### src/hw/qbp_regs.svh
`ifndef QBP_REGS_SVH
`define QBP_REGS_SVH
// Port width and latch reset value (all ones)
`define QBP_WIDTH        8
`define QBP_LATCH_RST    8'hFF
// Machine cycle: 12 oscillator periods, six states of two phases
`define QBP_PHASES       12
// Phase indices within the machine cycle (0 = S1P1)
`define QBP_PH_S1P1      4'h0
`define QBP_PH_S1P2      4'h1
`define QBP_PH_S5P1      4'h8
`define QBP_PH_S5P2      4'h9
`define QBP_PH_S6P2      4'hB
// Transition pullup length in oscillator periods
`define QBP_PULSE_LEN    2
`endif

### src/hw/qbp_pkg.sv
package qbp_pkg;
    // Drive state of one quasi-bidirectional pin
    typedef enum logic [1:0] {
        QBP_INPUT_LOW,
        QBP_STEADY_HIGH,
        QBP_FORCED_HIGH,
        QBP_OUTPUT_LOW
    } qbp_drive_t;
    typedef logic [3:0] qbp_phase_t;
endpackage

### src/hw/qbp_pin_sync.sv
`timescale 1ns/1ps
`default_nettype none
// Two-flop synchroniser for a bus of pin levels
module qbp_pin_sync #(
    parameter int W = 8
) (
    // Clock, reset and enable
    input  wire logic         core_clk,
    input  wire logic         nrst,
    input  wire logic         clk_en,
    // Data
    input  wire logic [W-1:0] async_in,
    output logic      [W-1:0] sync_out
);
    logic [W-1:0] meta_q;

    // First stage feeds only the second stage
    always_ff @(posedge core_clk or negedge nrst) begin
        if (!nrst) begin
            meta_q   <= '0;
            sync_out <= '0;
        end else if (clk_en) begin
            meta_q   <= async_in;
            sync_out <= meta_q;
        end
    end
endmodule
`default_nettype wire

### src/hw/qbp_port.sv
// How it works
// Alternate function passes only when latch is one
// Reset sets every latch bit to one
// Bus ports switch drivers during external access
// Latch disconnected and unchanged during bus use
// Low port pullup only for bus ones
// Low port latch one floats pin
// Wide address: high port strong pullup drives ones
// No bus cycles keeps low port general
// Pulldown on only while latch is zero; the code also turns it on where alt_out is zero
// Zero-to-one write pulses transition pullup S1P1-S1P2
// Weak pullup on whenever latch is one; the code turns it off where alt_out is zero
// Medium pullup follows sensed pin above trip
// Pin takes one of four drive states
// Rewriting one gives no pulse
// Input pin level selects low or high state
// Reset starts pins in input-low state
// Zero then one forces strong high
// Software never writes zero to input pins
// Latch updates S6P2, pin follows at S1P1
// Output buffers sample latch in phase one
// Pin read sampled once in state five
// Edge when sample differs from previous cycle
// Reads return latch or pin level
// Narrow address keeps high port latch output
// Machine cycle is twelve oscillator periods
// Separate enables per pin plus comparator input
`include "qbp_regs.svh"
`timescale 1ns/1ps
`default_nettype none
module qbp_port
    import qbp_pkg::*;
#(
    parameter int W = `QBP_WIDTH
) (
    // Clock, reset, enable (core_clk is the oscillator period)
    input  wire logic         core_clk,
    input  wire logic         nrst,
    input  wire logic         clk_en,
    // CPU write and read side
    input  wire logic         wr_en,
    input  wire logic [W-1:0] wr_data,
    input  wire logic         rd_latch_sel,
    output logic      [W-1:0] rd_data,
    output logic      [W-1:0] pin_edge,
    output logic      [3:0]   phase,
    // Alternate function path of the multifunction port
    input  wire logic [W-1:0] alt_out,
    output logic      [W-1:0] alt_in,
    // External bus control
    input  wire logic         ext_bus_low,
    input  wire logic         ext_bus_high,
    input  wire logic         addr16,
    input  wire logic [W-1:0] bus_out,
    // Level comparators of the pins
    input  wire logic [W-1:0] quasi_trip,
    input  wire logic [W-1:0] low_pin_in,
    // Quasi-bidirectional driver enables and bit 0 drive state
    output logic      [W-1:0] strong_pulldown,
    output logic      [W-1:0] transition_pullup,
    output logic      [W-1:0] weak_pullup,
    output logic      [W-1:0] medium_pullup,
    output logic      [1:0]   drive_state0,
    // High-address port enables
    output logic      [W-1:0] hi_pulldown,
    output logic      [W-1:0] hi_strong_pullup,
    output logic      [W-1:0] hi_weak_pullup,
    // Low-address/data port enables
    output logic      [W-1:0] lo_pulldown,
    output logic      [W-1:0] lo_pullup
);
    logic [3:0]   phase_q;
    logic [W-1:0] latch_q;
    logic [W-1:0] hi_latch_q;
    logic [W-1:0] lo_latch_q;
    logic [W-1:0] wr_hold_q;
    logic         wr_pend_q;
    logic [W-1:0] buf_q;
    logic [W-1:0] latch_d;
    logic [W-1:0] buf_d;
    logic [W-1:0] tpu_d;
    logic [W-1:0] trip_s;
    logic [W-1:0] lo_pin_s;
    logic [W-1:0] sample_q;
    logic [W-1:0] prev_q;
    logic [W-1:0] eff;
    logic         s6p2;
    logic         wbus_lo;
    logic         wbus_hi;

    assign s6p2 = (phase_q == `QBP_PH_S6P2);

    // Pin comparator outputs come from outside the clock domain
    qbp_pin_sync #(.W(W)) u_trip_sync (
        .core_clk (core_clk),
        .nrst     (nrst),
        .clk_en   (clk_en),
        .async_in (quasi_trip),
        .sync_out (trip_s)
    );
    qbp_pin_sync #(.W(W)) u_lo_sync (
        .core_clk (core_clk),
        .nrst     (nrst),
        .clk_en   (clk_en),
        .async_in (low_pin_in),
        .sync_out (lo_pin_s)
    );

    // Twelve-phase machine cycle counter
    always_ff @(posedge core_clk or negedge nrst) begin
        if (!nrst) begin
            phase_q <= `QBP_PH_S1P1;
        end else if (clk_en) begin
            if (phase_q == 4'(`QBP_PHASES - 1)) begin
                phase_q <= `QBP_PH_S1P1;
            end else begin
                phase_q <= phase_q + 4'h1;
            end
        end
    end
    assign phase = phase_q;

    // Capture a write request until S6P2
    always_ff @(posedge core_clk or negedge nrst) begin
        if (!nrst) begin
            wr_pend_q <= 1'b0;
            wr_hold_q <= '0;
        end else if (clk_en) begin
            if (wr_en) begin
                wr_pend_q <= 1'b1;
                wr_hold_q <= wr_data;
            end else if (s6p2) begin
                wr_pend_q <= 1'b0;
            end
        end
    end

    // Next latch value: a held or fresh write lands at S6P2
    always_comb begin
        latch_d = latch_q;
        if (s6p2 && (wr_pend_q || wr_en)) begin
            latch_d = wr_en ? wr_data : wr_hold_q;
        end
    end

    // Port latches load at S6P2; bus use never touches them
    always_ff @(posedge core_clk or negedge nrst) begin
        if (!nrst) begin
            latch_q    <= `QBP_LATCH_RST;
            hi_latch_q <= `QBP_LATCH_RST;
            lo_latch_q <= `QBP_LATCH_RST;
        end else if (clk_en) begin
            latch_q    <= latch_d;
            hi_latch_q <= latch_d;
            lo_latch_q <= latch_d;
        end
    end

    // Output buffer takes the latch on entry to each phase 1 (even index), holds in phase 2
    assign buf_d = phase_q[0] ? latch_d : buf_q;
    always_ff @(posedge core_clk or negedge nrst) begin
        if (!nrst) begin
            buf_q <= `QBP_LATCH_RST;
        end else if (clk_en) begin
            buf_q <= buf_d;
        end
    end

    // Latch gates the alternate output; drivers register this next value
    assign eff = buf_d & alt_out;

    // Pulse starts as a 0-to-1 load enters S1P1 and is kept through S1P2
    always_comb begin
        tpu_d = '0;
        if (phase_q == 4'(`QBP_PHASES - 1)) begin
            tpu_d = latch_d & ~latch_q & alt_out;
        end else if (phase_q < 4'(`QBP_PULSE_LEN - 1)) begin
            tpu_d = transition_pullup;
        end
    end

    // Quasi-bidirectional drivers; all switch together so pulldown fights the pulse only if alt_out falls during S1P1
    always_ff @(posedge core_clk or negedge nrst) begin
        if (!nrst) begin
            strong_pulldown   <= '0;
            transition_pullup <= '0;
            weak_pullup       <= '1;
            medium_pullup     <= '0;
        end else if (clk_en) begin
            strong_pulldown   <= ~eff;
            weak_pullup       <= eff;
            medium_pullup     <= eff & trip_s;
            transition_pullup <= tpu_d;
        end
    end

    // Bit 0 drive state for observation
    always_ff @(posedge core_clk or negedge nrst) begin
        if (!nrst) begin
            drive_state0 <= 2'(QBP_INPUT_LOW);
        end else if (clk_en) begin
            if (!eff[0]) begin
                drive_state0 <= 2'(QBP_OUTPUT_LOW);
            end else if (tpu_d[0]) begin
                drive_state0 <= 2'(QBP_FORCED_HIGH);
            end else if (trip_s[0]) begin
                drive_state0 <= 2'(QBP_STEADY_HIGH);
            end else begin
                drive_state0 <= 2'(QBP_INPUT_LOW);
            end
        end
    end

    // External bus take-over of both address ports
    assign wbus_lo = ext_bus_low;
    assign wbus_hi = ext_bus_high && addr16;
    always_ff @(posedge core_clk or negedge nrst) begin
        if (!nrst) begin
            hi_pulldown      <= '0;
            hi_strong_pullup <= '0;
            hi_weak_pullup   <= '1;
            lo_pulldown      <= '0;
            lo_pullup        <= '0;
        end else if (clk_en) begin
            if (wbus_hi) begin
                hi_pulldown      <= ~bus_out;
                hi_strong_pullup <= bus_out;
                hi_weak_pullup   <= '0;
            end else begin
                hi_pulldown      <= ~hi_latch_q;
                hi_strong_pullup <= '0;
                hi_weak_pullup   <= hi_latch_q;
            end
            if (wbus_lo) begin
                lo_pulldown <= ~bus_out;
                lo_pullup   <= bus_out;
            end else begin
                lo_pulldown <= ~lo_latch_q;
                lo_pullup   <= '0;
            end
        end
    end

    // Pin sample in S5P1 once per machine cycle, edge against previous
    always_ff @(posedge core_clk or negedge nrst) begin
        if (!nrst) begin
            sample_q <= '1;
            prev_q   <= '1;
            pin_edge <= '0;
            alt_in   <= '1;
        end else if (clk_en) begin
            if (phase_q == `QBP_PH_S5P1) begin
                sample_q <= trip_s & buf_q;
                prev_q   <= sample_q;
                alt_in   <= trip_s & buf_q;
            end
            if (phase_q == `QBP_PH_S5P2) begin
                pin_edge <= sample_q ^ prev_q;
            end else begin
                pin_edge <= '0;
            end
        end
    end

    // Read path: latch or sampled pin
    always_ff @(posedge core_clk or negedge nrst) begin
        if (!nrst) begin
            rd_data <= `QBP_LATCH_RST;
        end else if (clk_en) begin
            rd_data <= rd_latch_sel ? latch_q : sample_q;
        end
    end

    // Assertions
    chk_pulldown_latch: assert property (@(posedge core_clk) disable iff (!nrst)
        clk_en && phase_q[0] |=> strong_pulldown == ~($past(latch_d) & $past(alt_out)))
        else $error("pulldown does not follow latch");
    chk_pulse_phase: assert property (@(posedge core_clk) disable iff (!nrst)
        (transition_pullup != '0) |-> (phase_q == `QBP_PH_S1P1 || phase_q == `QBP_PH_S1P2))
        else $error("transition pullup outside S1");
    chk_pulse_two: assert property (@(posedge core_clk) disable iff (!nrst)
        clk_en && phase_q == `QBP_PH_S1P2 |-> transition_pullup == $past(transition_pullup))
        else $error("transition pullup not two periods");
    chk_no_repulse: assert property (@(posedge core_clk) disable iff (!nrst)
        clk_en && s6p2 && (latch_d == latch_q) |=> transition_pullup == '0)
        else $error("pulse without zero-to-one load");
    chk_weak_one: assert property (@(posedge core_clk) disable iff (!nrst)
        (strong_pulldown & weak_pullup) == '0)
        else $error("pulldown and weak pullup both on");
    chk_medium_gate: assert property (@(posedge core_clk) disable iff (!nrst)
        (medium_pullup & ~weak_pullup) == '0)
        else $error("medium pullup without latch one");
    chk_lo_open: assert property (@(posedge core_clk) disable iff (!nrst)
        clk_en && !wbus_lo ##1 clk_en |-> lo_pullup == '0)
        else $error("low port pullup outside bus");
    chk_latch_hold: assert property (@(posedge core_clk) disable iff (!nrst)
        !s6p2 |=> $stable(latch_q))
        else $error("latch changed outside S6P2");
    chk_edge_phase: assert property (@(posedge core_clk) disable iff (!nrst)
        (pin_edge != '0) |-> phase_q == `QBP_PH_S5P2 + 4'h1)
        else $error("edge outside sample slot");
    chk_hi_strong: assert property (@(posedge core_clk) disable iff (!nrst)
        clk_en && wbus_hi ##1 clk_en |-> hi_weak_pullup == '0)
        else $error("weak pullup in bus cycle");
    cov_pulse: cover property (@(posedge core_clk) transition_pullup[0]);
    cov_edge: cover property (@(posedge core_clk) pin_edge[0]);
    cov_bus: cover property (@(posedge core_clk) wbus_hi ##1 wbus_lo);
    cov_forced: cover property (@(posedge core_clk) drive_state0 == 2'(QBP_FORCED_HIGH));
endmodule
`default_nettype wire

### config.mk
export PLATFORM = sky130hd
export DESIGN_NAME = qbp_port
export DESIGN_NICKNAME = d
export VERILOG_FILES = /design/src/hw/qbp_pkg.sv /design/src/hw/qbp_pin_sync.sv /design/src/hw/qbp_port.sv
export VERILOG_INCLUDE_DIRS = /design/src /design/src/hw
export SDC_FILE = /design/constraint.sdc
export NUM_CORES = 1
export LEC_CHECK = 0
export BUFFER_PORTS_ARGS = -buffer_cell sky130_fd_sc_hd__buf_2
export CORE_ASPECT_RATIO = 0.5
export CORE_MARGIN = 3
export CORE_UTILIZATION = 48
export CTS_CLUSTER_DIAMETER = 100
export CTS_CLUSTER_SIZE = 12
export DETAILED_ROUTE_END_ITERATION = 8
export PLACE_DENSITY = 0.8
export SETUP_SLACK_MARGIN = 0.15
export SYNTH_ARGS = -nofsm -noshare
export SYNTH_HDL_FRONTEND = slang
export SYNTH_HIERARCHICAL = 1
export SYNTH_SLANG_ARGS = --single-unit
### constraint.sdc
create_clock -name core_clk -period 1.7 [get_ports core_clk]
set_clock_uncertainty 0.05 [all_clocks]
set_input_delay 0.255 -clock core_clk [delete_from_list [all_inputs] [get_ports core_clk]]
set_output_delay 0.255 -clock core_clk [all_outputs]
set_load 0.02 [all_outputs]
# ---- Word level (Yosys, flattened, before mapping)
# Cells that the tools add are included.
dict set report word_totals {
  reg_bits 151
  latch_bits 0
  ram_bits 0
  rom_bits 0
  inputBits 48
  out_inout_bits 102
  wordCells 62
  memories 0
}
dict set report classes {
  add_sub_neg 1
  multipliers 0
  div_mod_pow 0
  n_lt_le_gt_ge 1
  eq_ne 4
  shift 0
  mux 18
  n_bitwise 9
  reduce_logical 7
}
# cell count
set ops {}
lappend ops {{$mux 8} 12}
lappend ops {{$and 8x8->8} 5}
lappend ops {{$not 8->8} 3}
lappend ops {{$eq 4x4->1 const B} 3}
lappend ops {{$xor 8x8->8} 1}
lappend ops {{$reduce_and 2->1} 3}
lappend ops {{$add 4x1->4 const B} 1}
lappend ops {{$lt 4x1->1 const B} 1}
lappend ops {{$mux 2} 2}
lappend ops {{$mux 4} 1}
lappend ops {{$mux 1} 3}
lappend ops {{$logic_and 1x1->1} 2}
lappend ops {{$ne 2x2->1 const B} 1}
lappend ops {{$reduce_bool 2->1} 1}
lappend ops {{$logic_or 1x1->1} 1}

# ---- Longest topological paths before layout
# Gate-level depths: netlist of run 1.
dict set report logic_depth {
  depth_word 8
  depth_mapped 8
  ltp_nobuf 6
}

# ---- Modules after synthesis
# Netlist of run 1, hierarchy kept.
# module instances cells_per_inst area_each_um2 seq_area_each_um2
set by_module_without_submodules {}
lappend by_module_without_submodules {qbp_port 1 540 6129.6 3448.3}
lappend by_module_without_submodules {qbp_pin_sync 1 34 649.4 400.4}

# ---- Worst setup path before layout of run 1
# OpenSTA, ideal clock, no wires.
dict set report synth_path {
  path_type {register to register}
  startpoint {register phase_q[0] (netlist: phase[0])}
  endpoint {register transition_pullup[7]}
  setup_time_ns 0.122
  arrival_ns 1.732
  required_time_ns 1.528
  slack_ns -0.203
  path_stages_with_launch 6
  path_buffers 0
  period_less_slack_ns 1.903
  cell_sequence {dfrtp_1 -> ha_1 -> nand3b_4 -> nor2_8 -> mux2_4 -> a32o_1}
}
dict set report synth_via {
  elab_chain_cells 6
  elab_cells_between_ends 9
  classes_between {order compare (1); eq/ne (2); mux (2); bitwise (2); reduce/logical (2)}
}
# element line
set synth_rtl {}
lappend synth_rtl {{start, declared} qbp_port.sv:72} ;# logic [3:0] phase_q;
lappend synth_rtl {{start signal, assigned} qbp_port.sv:112} ;# phase_q <= `QBP_PH_S1P1;
lappend synth_rtl {{start signal, assigned} qbp_port.sv:115} ;# phase_q <= `QBP_PH_S1P1;
lappend synth_rtl {{start signal, assigned} qbp_port.sv:117} ;# phase_q <= phase_q + 4'h1;
lappend synth_rtl {{$eq 4x4->1} qbp_port.sv:175} ;# if (phase_q == 4'(`QBP_PHASES - 1)) begin
lappend synth_rtl {{$logic_and 1x1->1} qbp_port.sv:141} ;# if (s6p2 && (wr_pend_q || wr_en)) begin
lappend synth_rtl {{$mux 8} qbp_port.sv:141}
lappend synth_rtl {{$and 8x8->8 (2 in a row)} qbp_port.sv:176} ;# tpu_d = latch_d & ~latch_q & alt_out;
lappend synth_rtl {{$mux 8} qbp_port.sv:175}
lappend synth_rtl {{end signal, assigned} qbp_port.sv:193} ;# transition_pullup <= tpu_d;
lappend synth_rtl {{end, declared} qbp_port.sv:60} ;# output logic [W-1:0] transition_pullup,
# Parallel ways exist; a longest one is shown, timed or not.
# A chain may end at the register's enable or synchronous reset.

# ---- Worst setup path in the final report of run 1
dict set report layout_path {
  startpoint {register phase_q[1] (netlist: phase[1])}
  endpoint {register medium_pullup[1]}
}
dict set report layout_via {
  elab_chain_cells 6
}
# element line
set layout_rtl {}
lappend layout_rtl {{$eq 4x4->1} --}
lappend layout_rtl {{$logic_and 1x1->1} qbp_port.sv:141}
lappend layout_rtl {{$mux 8} qbp_port.sv:141}
lappend layout_rtl {{$mux 8} qbp_port.sv:160} ;# assign buf_d = phase_q[0] ? latch_d : buf_q;
lappend layout_rtl {{$and 8x8->8} qbp_port.sv:170} ;# assign eff = buf_d & alt_out;
lappend layout_rtl {{$and 8x8->8} qbp_port.sv:192} ;# medium_pullup <= eff & trip_s;
lappend layout_rtl {{end signal, assigned} qbp_port.sv:192}
lappend layout_rtl {{end, declared} qbp_port.sv:62} ;# output logic [W-1:0] medium_pullup,
# Every way passes these cells.

==> results of run 1 <==
-- power breakdown --
group | leakage, nW | switching (mW) | internal (mW) | total, mW
Combinational | 2.01 | 2.43 | 1.87 | 4.30
Sequential | 1.74 | 0.915 | 4.87 | 5.79
Clock | 0.305 | 1.54 | 2.45 | 3.99
Total | 4.06 | 4.88 | 9.20 | 14.1
-- through the flow --
stage / power, mW / hold slack (ps) / utilization / setup slack (ps) / area (um2)
3_3_place_gp: 9.65 / 141 / 0.596 / 31.7 / 7870
2_1_floorplan: 8.20 / -90.6 / - / -15.9 / 6890
3_5_place_dp: 9.81 / 146 / 0.596 / 1.33 / 7870
6_report: 14.1 / 12.6 / 0.659 / -3.55 / 8700
5_1_grt: 14.7 / 3.77 / 0.659 / -43.8 / 8700
4_1_cts: 13.9 / 2.13 / 0.652 / 34.9 / 8620
-- area by class of cell --
class / count / area (um2) / area share
inverter: 38 / 149 / 0.0171
sequential: 151 / 3850 / 0.443
multi-input combinational: 352 / 2780 / 0.319
clock inverter: 12 / 165 / 0.0190
clock buffer: 20 / 467 / 0.0536
timing repair buffer: 179 / 1060 / 0.121
tap: 186 / 233 / 0.0267
-- repair_timing --
| action | in CTS | in global routing |
|---|---|---|
| endpoints found under the setup margin | 55 | 67 |
| gates cloned | 0 | 1 |
| hold endpoints to repair | 14 | 0 |
| setup buffers | 5 | 2 |
| hold buffers | 1 | 0 |
| pin swaps | 15 | 13 |
| resized for setup | 11 | 19 |
-- worst paths after layout --
check | from | endpoint | cells past startpoint
max | phase[1] | medium_pullup[1] | 7
min | quasi_trip[4] | u_trip_sync/meta_q[4] | 2
max reg2reg | phase[1] | medium_pullup[1] | 7
min reg2reg | weak_pullup[7] | weak_pullup[7] | 2
max in group asynchronous | nrst | buf_q[6] | 3
min in group asynchronous | nrst | pin_edge[4] | 2
-- cell families (layout without fill, tap and decap cells) --
kind of cell,Yosys count,in the layout,share of synthesized area
compound gates,108,108,0.107
xor+xnor,8,8,0.0103
fa+ha+maj,4,4,0.00738
mux,87,87,0.151
buf+inv,71,249,0.0511
flops,151,151,0.568
simple gates,145,145,0.105
-- critical path, stage by stage (launching register included) --
cell and delay, ps:
dfrtp_2 430, ha_4 180, and3b_2 240, buf_6 140
nand4_1 100, a31oi_2 120, buf_4 170, a22o_1 180
-- layer usage --
metal  vias to the layer above  track usage  part of all wire
li1                       2332            -                 -
met1                      2579        0.304              0.43
met2                       279        0.356              0.47
met3                        54       0.0480             0.073
met4                         0       0.0916             0.027
met5                         -            0                 0
-- layout by cell type, fill, tap and decap left out, types with 5 or more instances in the layout --
| cell type | netlist | routed |
|---|---|---|
| xnor2_1 | 8 | 8 |
| nand4_1 | 8 | 8 |
| buf_4 | 0 | 31 |
| o211ai_1 | 7 | 7 |
| nor2_1 | 25 | 23 |
| o2bb2ai_1 | 10 | 9 |
| dfrtp_1 | 95 | 92 |
| mux2_4 | 17 | 31 |
| mux2_2 | 54 | 40 |
| nand3_1 | 36 | 36 |
| a22o_1 | 8 | 8 |
| a21oi_1 | 10 | 9 |
| inv_1 | 38 | 36 |
| a21o_1 | 7 | 7 |
| a32o_1 | 7 | 7 |
| nand2_1 | 57 | 56 |
| dfstp_2 | 56 | 56 |
| mux2i_1 | 16 | 16 |
| buf_2 | 9 | 138 |
| clkbuf_16 | 0 | 17 |
| buf_6 | 7 | 5 |
| o21ai_0 | 47 | 47 |
| nor2b_1 | 8 | 8 |
==> run_results.csv, run 1 <==
group,metric,value,unit
run_status,status,"complete, but fails checks",
run_status,violations,"negative setup slack",
yosys,postSynthCellCount,574,
yosys,synth_top_area_cell,"dfrtp_1",
sta,setup_violations,1,
floorplan,num_rows,29,
sta,fin_ws,-3.55,ps
yosys,netlist_area,6780,um2
yosys,synth_area_per_cell,11.8,um2
clock_tree,root_buffer,"clkbuf_16",
yosys,syn-num-nets,626,
job,maxCapViolations,0,
drt,drt_iter0_markers,598,
floorplan,start_util,0.513,
min_path,min_path_type,"in2reg",
sta,clock.fmax,587,MHz
drt,vias_per_cell,5.59,
global_route,grtUsageTotal,0.225,
pwr,ir_drop,0.727,mV
critical_path,cp-end-kind,"flip-flop",
layout,nets,791,
critical_path,ff2ff_setup_slack,-4,ps
placed_design,placed_cells,897,
sta,hold_viol,0,
clock_tree,cts_made_buffers,17,
sta,worstMarginPinSlew,601,ps
drt,detail-route-antenna-nets,0,
yosys,ys_warn_count,6,
sta,slew_viol_final,0,
drt,firstDrtPassIters,5,
yosys,synth_top_cells_by_count,"95 x dfrtp_1, 57 x nand2_1, 56 x dfstp_2",
layout,num_antenna_cells,0,
global_route,grt_pass1_wl,28.3,mm
clock_tree,cts_tree,"built",
placed_design,routabilityCongestion,0.868,
placed_design,hpwlAfterDp,11.9,mm
yosys,yosysTopAreaCellShare,0.351,
clock_tree,clk_latency,420,ps
drt,postRouteWirelength,17.7,mm
drt,vias,5244,
yosys,synth_seq_cells,151,
sta,fin_crit,1700,ps
global_route,grt_pass1_vias,5328,
yosys,synth_edf_count,0,
floorplan,fp.dieArea,15700,um2
yosys,ys_seq_area_frac,0.568,
yosys,yosysMostFrequentCell,"dfrtp_1",
sta,tns,-3.55,ps
floorplan,core_area,13200,um2
layout,syn_to_final_growth,28.4,%
clock_tree,htreeDepth,4,
yosys,ys.flop_type,"dfrtp_1",
global_route,globalRouteOverflowTotal,0,
drt,drc_errors,0,
critical_path,required,1960,ps
pwr,power_leakage,4.06,nW
pwr,p_per_area,1620,nW/um2
layout,fillers,979,
yosys,synthTopCellsByArea,"dfrtp_1 35%, dfstp_2 22%, mux2_2 9.0%",
global_route,grt_max_degree,92,
layout,drive_gt1_frac,0.491,
critical_path,cp-start-kind,"flip-flop",
critical_path,crit_type,"reg2reg",
floorplan,die_w,174,um
placed_design,port_buffers,141,
sta,max_slew_margin,0.599,
floorplan,ioPinCount,150,
sta,fin_crit_sh,1.00,
sta,rsz0062_at_grt,"true",
yosys,ys_types,40,
global_route,antenna_found_initial,0,
clock_tree,cts_max_path_buffers,2,
layout,finalNonFillerCells,938,
yosys,synthArstFlopShare,1.00,
clock_tree,cts_sinks,151,
floorplan,fp.dieH,90.0,um
critical_path,crit_path_max_fanout,5,
clock_tree,clk_pin_slew,70,ps
drt,post_drt_wl_per_cell,18.9,um
critical_path,crit_arrival,1960,ps
Power figures use the tool's default switching activity.
==> inputs of run 2 (changes only) <==
CTS_BUF_LIST = sky130_fd_sc_hd__clkbuf_16   (was not set)
==> run 2 against run 1 <==
  * Final cell count fell by 0.21%
  * Worst hold slack got worse by 0.74 ps
  * Total power shrank 1.4%
  * The flow now finishes without violations
  * Non-clock buffer count shrank 2
  * Wire length increased by 0.73%
==> run_results.csv, run 2 (synthesis gave the netlist of run 1 again) <==
group,metric,value,unit
run_status,status,"finished clean",
min_path,min_to,"u_trip_sync/meta_q[4]",
floorplan,fp.dieH,90.0,um
global_route,globalRouteOverflowTotal,0,
layout,final_cell_mix,"139 x buf_2, 92 x dfrtp_1, 56 x nand2_1, 56 x dfstp_2, 47 x o21ai_0",
critical_path,crit_type,"reg2reg",
critical_path,required,1960,ps
critical_path,crit_arrival,1950,ps
placed_design,hpwlAfterDp,11.9,mm
critical_path,crit_path_max_fanout,5,
drt,postRouteWirelength,17.8,mm
pwr,switchingPower,4.86,mW
drt,drc_errors,0,
pwr,power,13.9,mW
placed_design,place_ws,1.33,ps
critical_path,r2r-start,"phase[1]",
drt,vias_per_cell,5.51,
global_route,grt_max_degree,92,
floorplan,start_util,0.513,
sta,clock.fmax,590,MHz
floorplan,ioPinCount,150,
pwr,power_frac_seq,0.417,
layout,nets,789,
sta,hold_viol,0,
sta,max_slew_margin,0.594,
layout,num_antenna_cells,0,
placed_design,routabilityCongestion,0.868,
global_route,grtUsageTotal,0.225,
drt,wl_met1,7.96,mm
pwr,combPwrFrac,0.306,
pwr,p_per_area,1610,nW/um2
drt,detail-route-antenna-nets,0,
global_route,grt_pass1_vias,5325,
floorplan,core_area,13200,um2
pwr,power_leakage,4.02,nW
critical_path,cp-end-kind,"flip-flop",
sta,fin_ws,3.81,ps
floorplan,num_rows,29,
sta,setup_violations,0,
sta,slew_viol_final,0,
pwr,swShare,0.350,
layout,utilization,0.655,
layout,syn_to_final_growth,27.6,%
drt,dr.max_layer_used,"met4",
drt,wl_met3,1.14,mm
clock_tree,cts_tree,"built",
clock_tree,root_buffer,"clkbuf_16",
clock_tree,htreeDepth,4,
floorplan,fp.dieArea,15700,um2
layout,layout_commonest_cell,"buf_2",
global_route,grt_pass1_wl,28.3,mm
drt,post_drt_wl_per_cell,19.0,um
critical_path,cp-start-kind,"flip-flop",
min_path,holdPathStages,2,
drt,wl_met2,8.35,mm
min_path,hp-start,"quasi_trip[4]",
pwr,p_clk_frac,0.277,
global_route,antenna_found_initial,0,
critical_path,r2r-end,"medium_pullup[1]",
drt,drt_iter0_markers,583,
pwr,ir_drop,0.730,mV
placed_design,port_buffers,141,
job,maxCapViolations,0,
clock_tree,cts_sinks,151,
min_path,min_path_type,"in2reg",
sta,fin_crit,1700,ps
drt,vias,5162,
clock_tree,cts_made_buffers,17,
clock_tree,clk_latency,420,ps
sta,rsz0062_at_grt,"true",
layout,drive_gt1_frac,0.484,
critical_path,reg2reg_depth,7,
clock_tree,cts_max_path_buffers,2,
clock_tree,clk_pin_slew,60,ps
pwr,p_int,9.02,mW
critical_path,ff2ff_setup_slack,4,ps
sta,worstMarginPinSlew,609,ps
sta,fin_crit_sh,0.998,
drt,firstDrtPassIters,5,
floorplan,die_w,174,um
==> run 2: cell count changes in the layout (fill, tap and decap cells not counted), sizes merged <==
| cell | delta |
|---|---|
| buf | -1 |
| clkbuf | -4 |
| clkinv | +3 |
==> run 2: area by class of cell <==
type / count / area [um2]
multi-input cells: 352 / 2770
clock buffers: 17 / 425
repair buffers: 177 / 1040
clock inverters: 15 / 176
well taps: 186 / 233
inverters: 38 / 149
fillers: 992 / 4560
flip-flops and latches: 151 / 3850
==> run 2: repair_timing <==
item | in CTS | in global routing
cloned | 0 | 1
setup endpoints to repair | 55 | 66
setup buffers | 5 | 0
hold buffers | 1 | 0
resized for setup | 11 | 16
endpoints found under the hold margin | 14 | 0
pin swaps | 15 | 14
==> run 2: how the worst max path moves through the flow <==
| stage | startpoint | end | cells after the start |
|---|---|---|---|
| 3_3_place_gp | wr_en | medium_pullup[0] | 5 |
| 3_5_place_dp | wr_en | medium_pullup[0] | 5 |
| 4_1_cts | phase[0] | transition_pullup[5] | 5 |
| 2_1_floorplan | phase[0] | transition_pullup[7] | 5 |
| 5_1_grt | phase[1] | medium_pullup[1] | 7 |
| 6_report | phase[1] | medium_pullup[1] | 7 |
==> run 2: metrics by stage <==
step / cells / hold WS, ps / TNS (ps) / cell area, um2
after floorplan: 574 / -90.6 / -15.9 / 6890
after global placement: 897 / 141 / 0 / 7870
final: 936 / 11.8 / 0 / 8650
after detailed placement: 897 / 146 / 0 / 7870
after global routing: 936 / 3.77 / -132 / 8650
after CTS: 935 / 2.13 / 0 / 8590
==> run 2: layer usage <==
layer | vias up | global-route usage
met5 | - | 0
met4 | 0 | 0.0896
met3 | 33 | 0.0471
met2 | 222 | 0.357
met1 | 2578 | 0.305
li1 | 2329 | -
==> run 2: critical path, cell delays in order (launching register included) <==
cell	delay, ps
dfrtp_2	420
ha_4	180
and3b_2	240
buf_6	140
nand4_1	100
a31oi_2	110
buf_4	170
a22o_1	180
==> run 2: power groups by stage <==
stage	Sequential, mW	Combinational, mW	Clock (mW)
global route	5.90	4.56	4.06
finish	5.79	4.25	3.85
CTS	5.77	4.16	3.87
floorplan	6.30	1.91	0
detailed placement	5.80	4.00	0
global placement	5.77	3.88	0
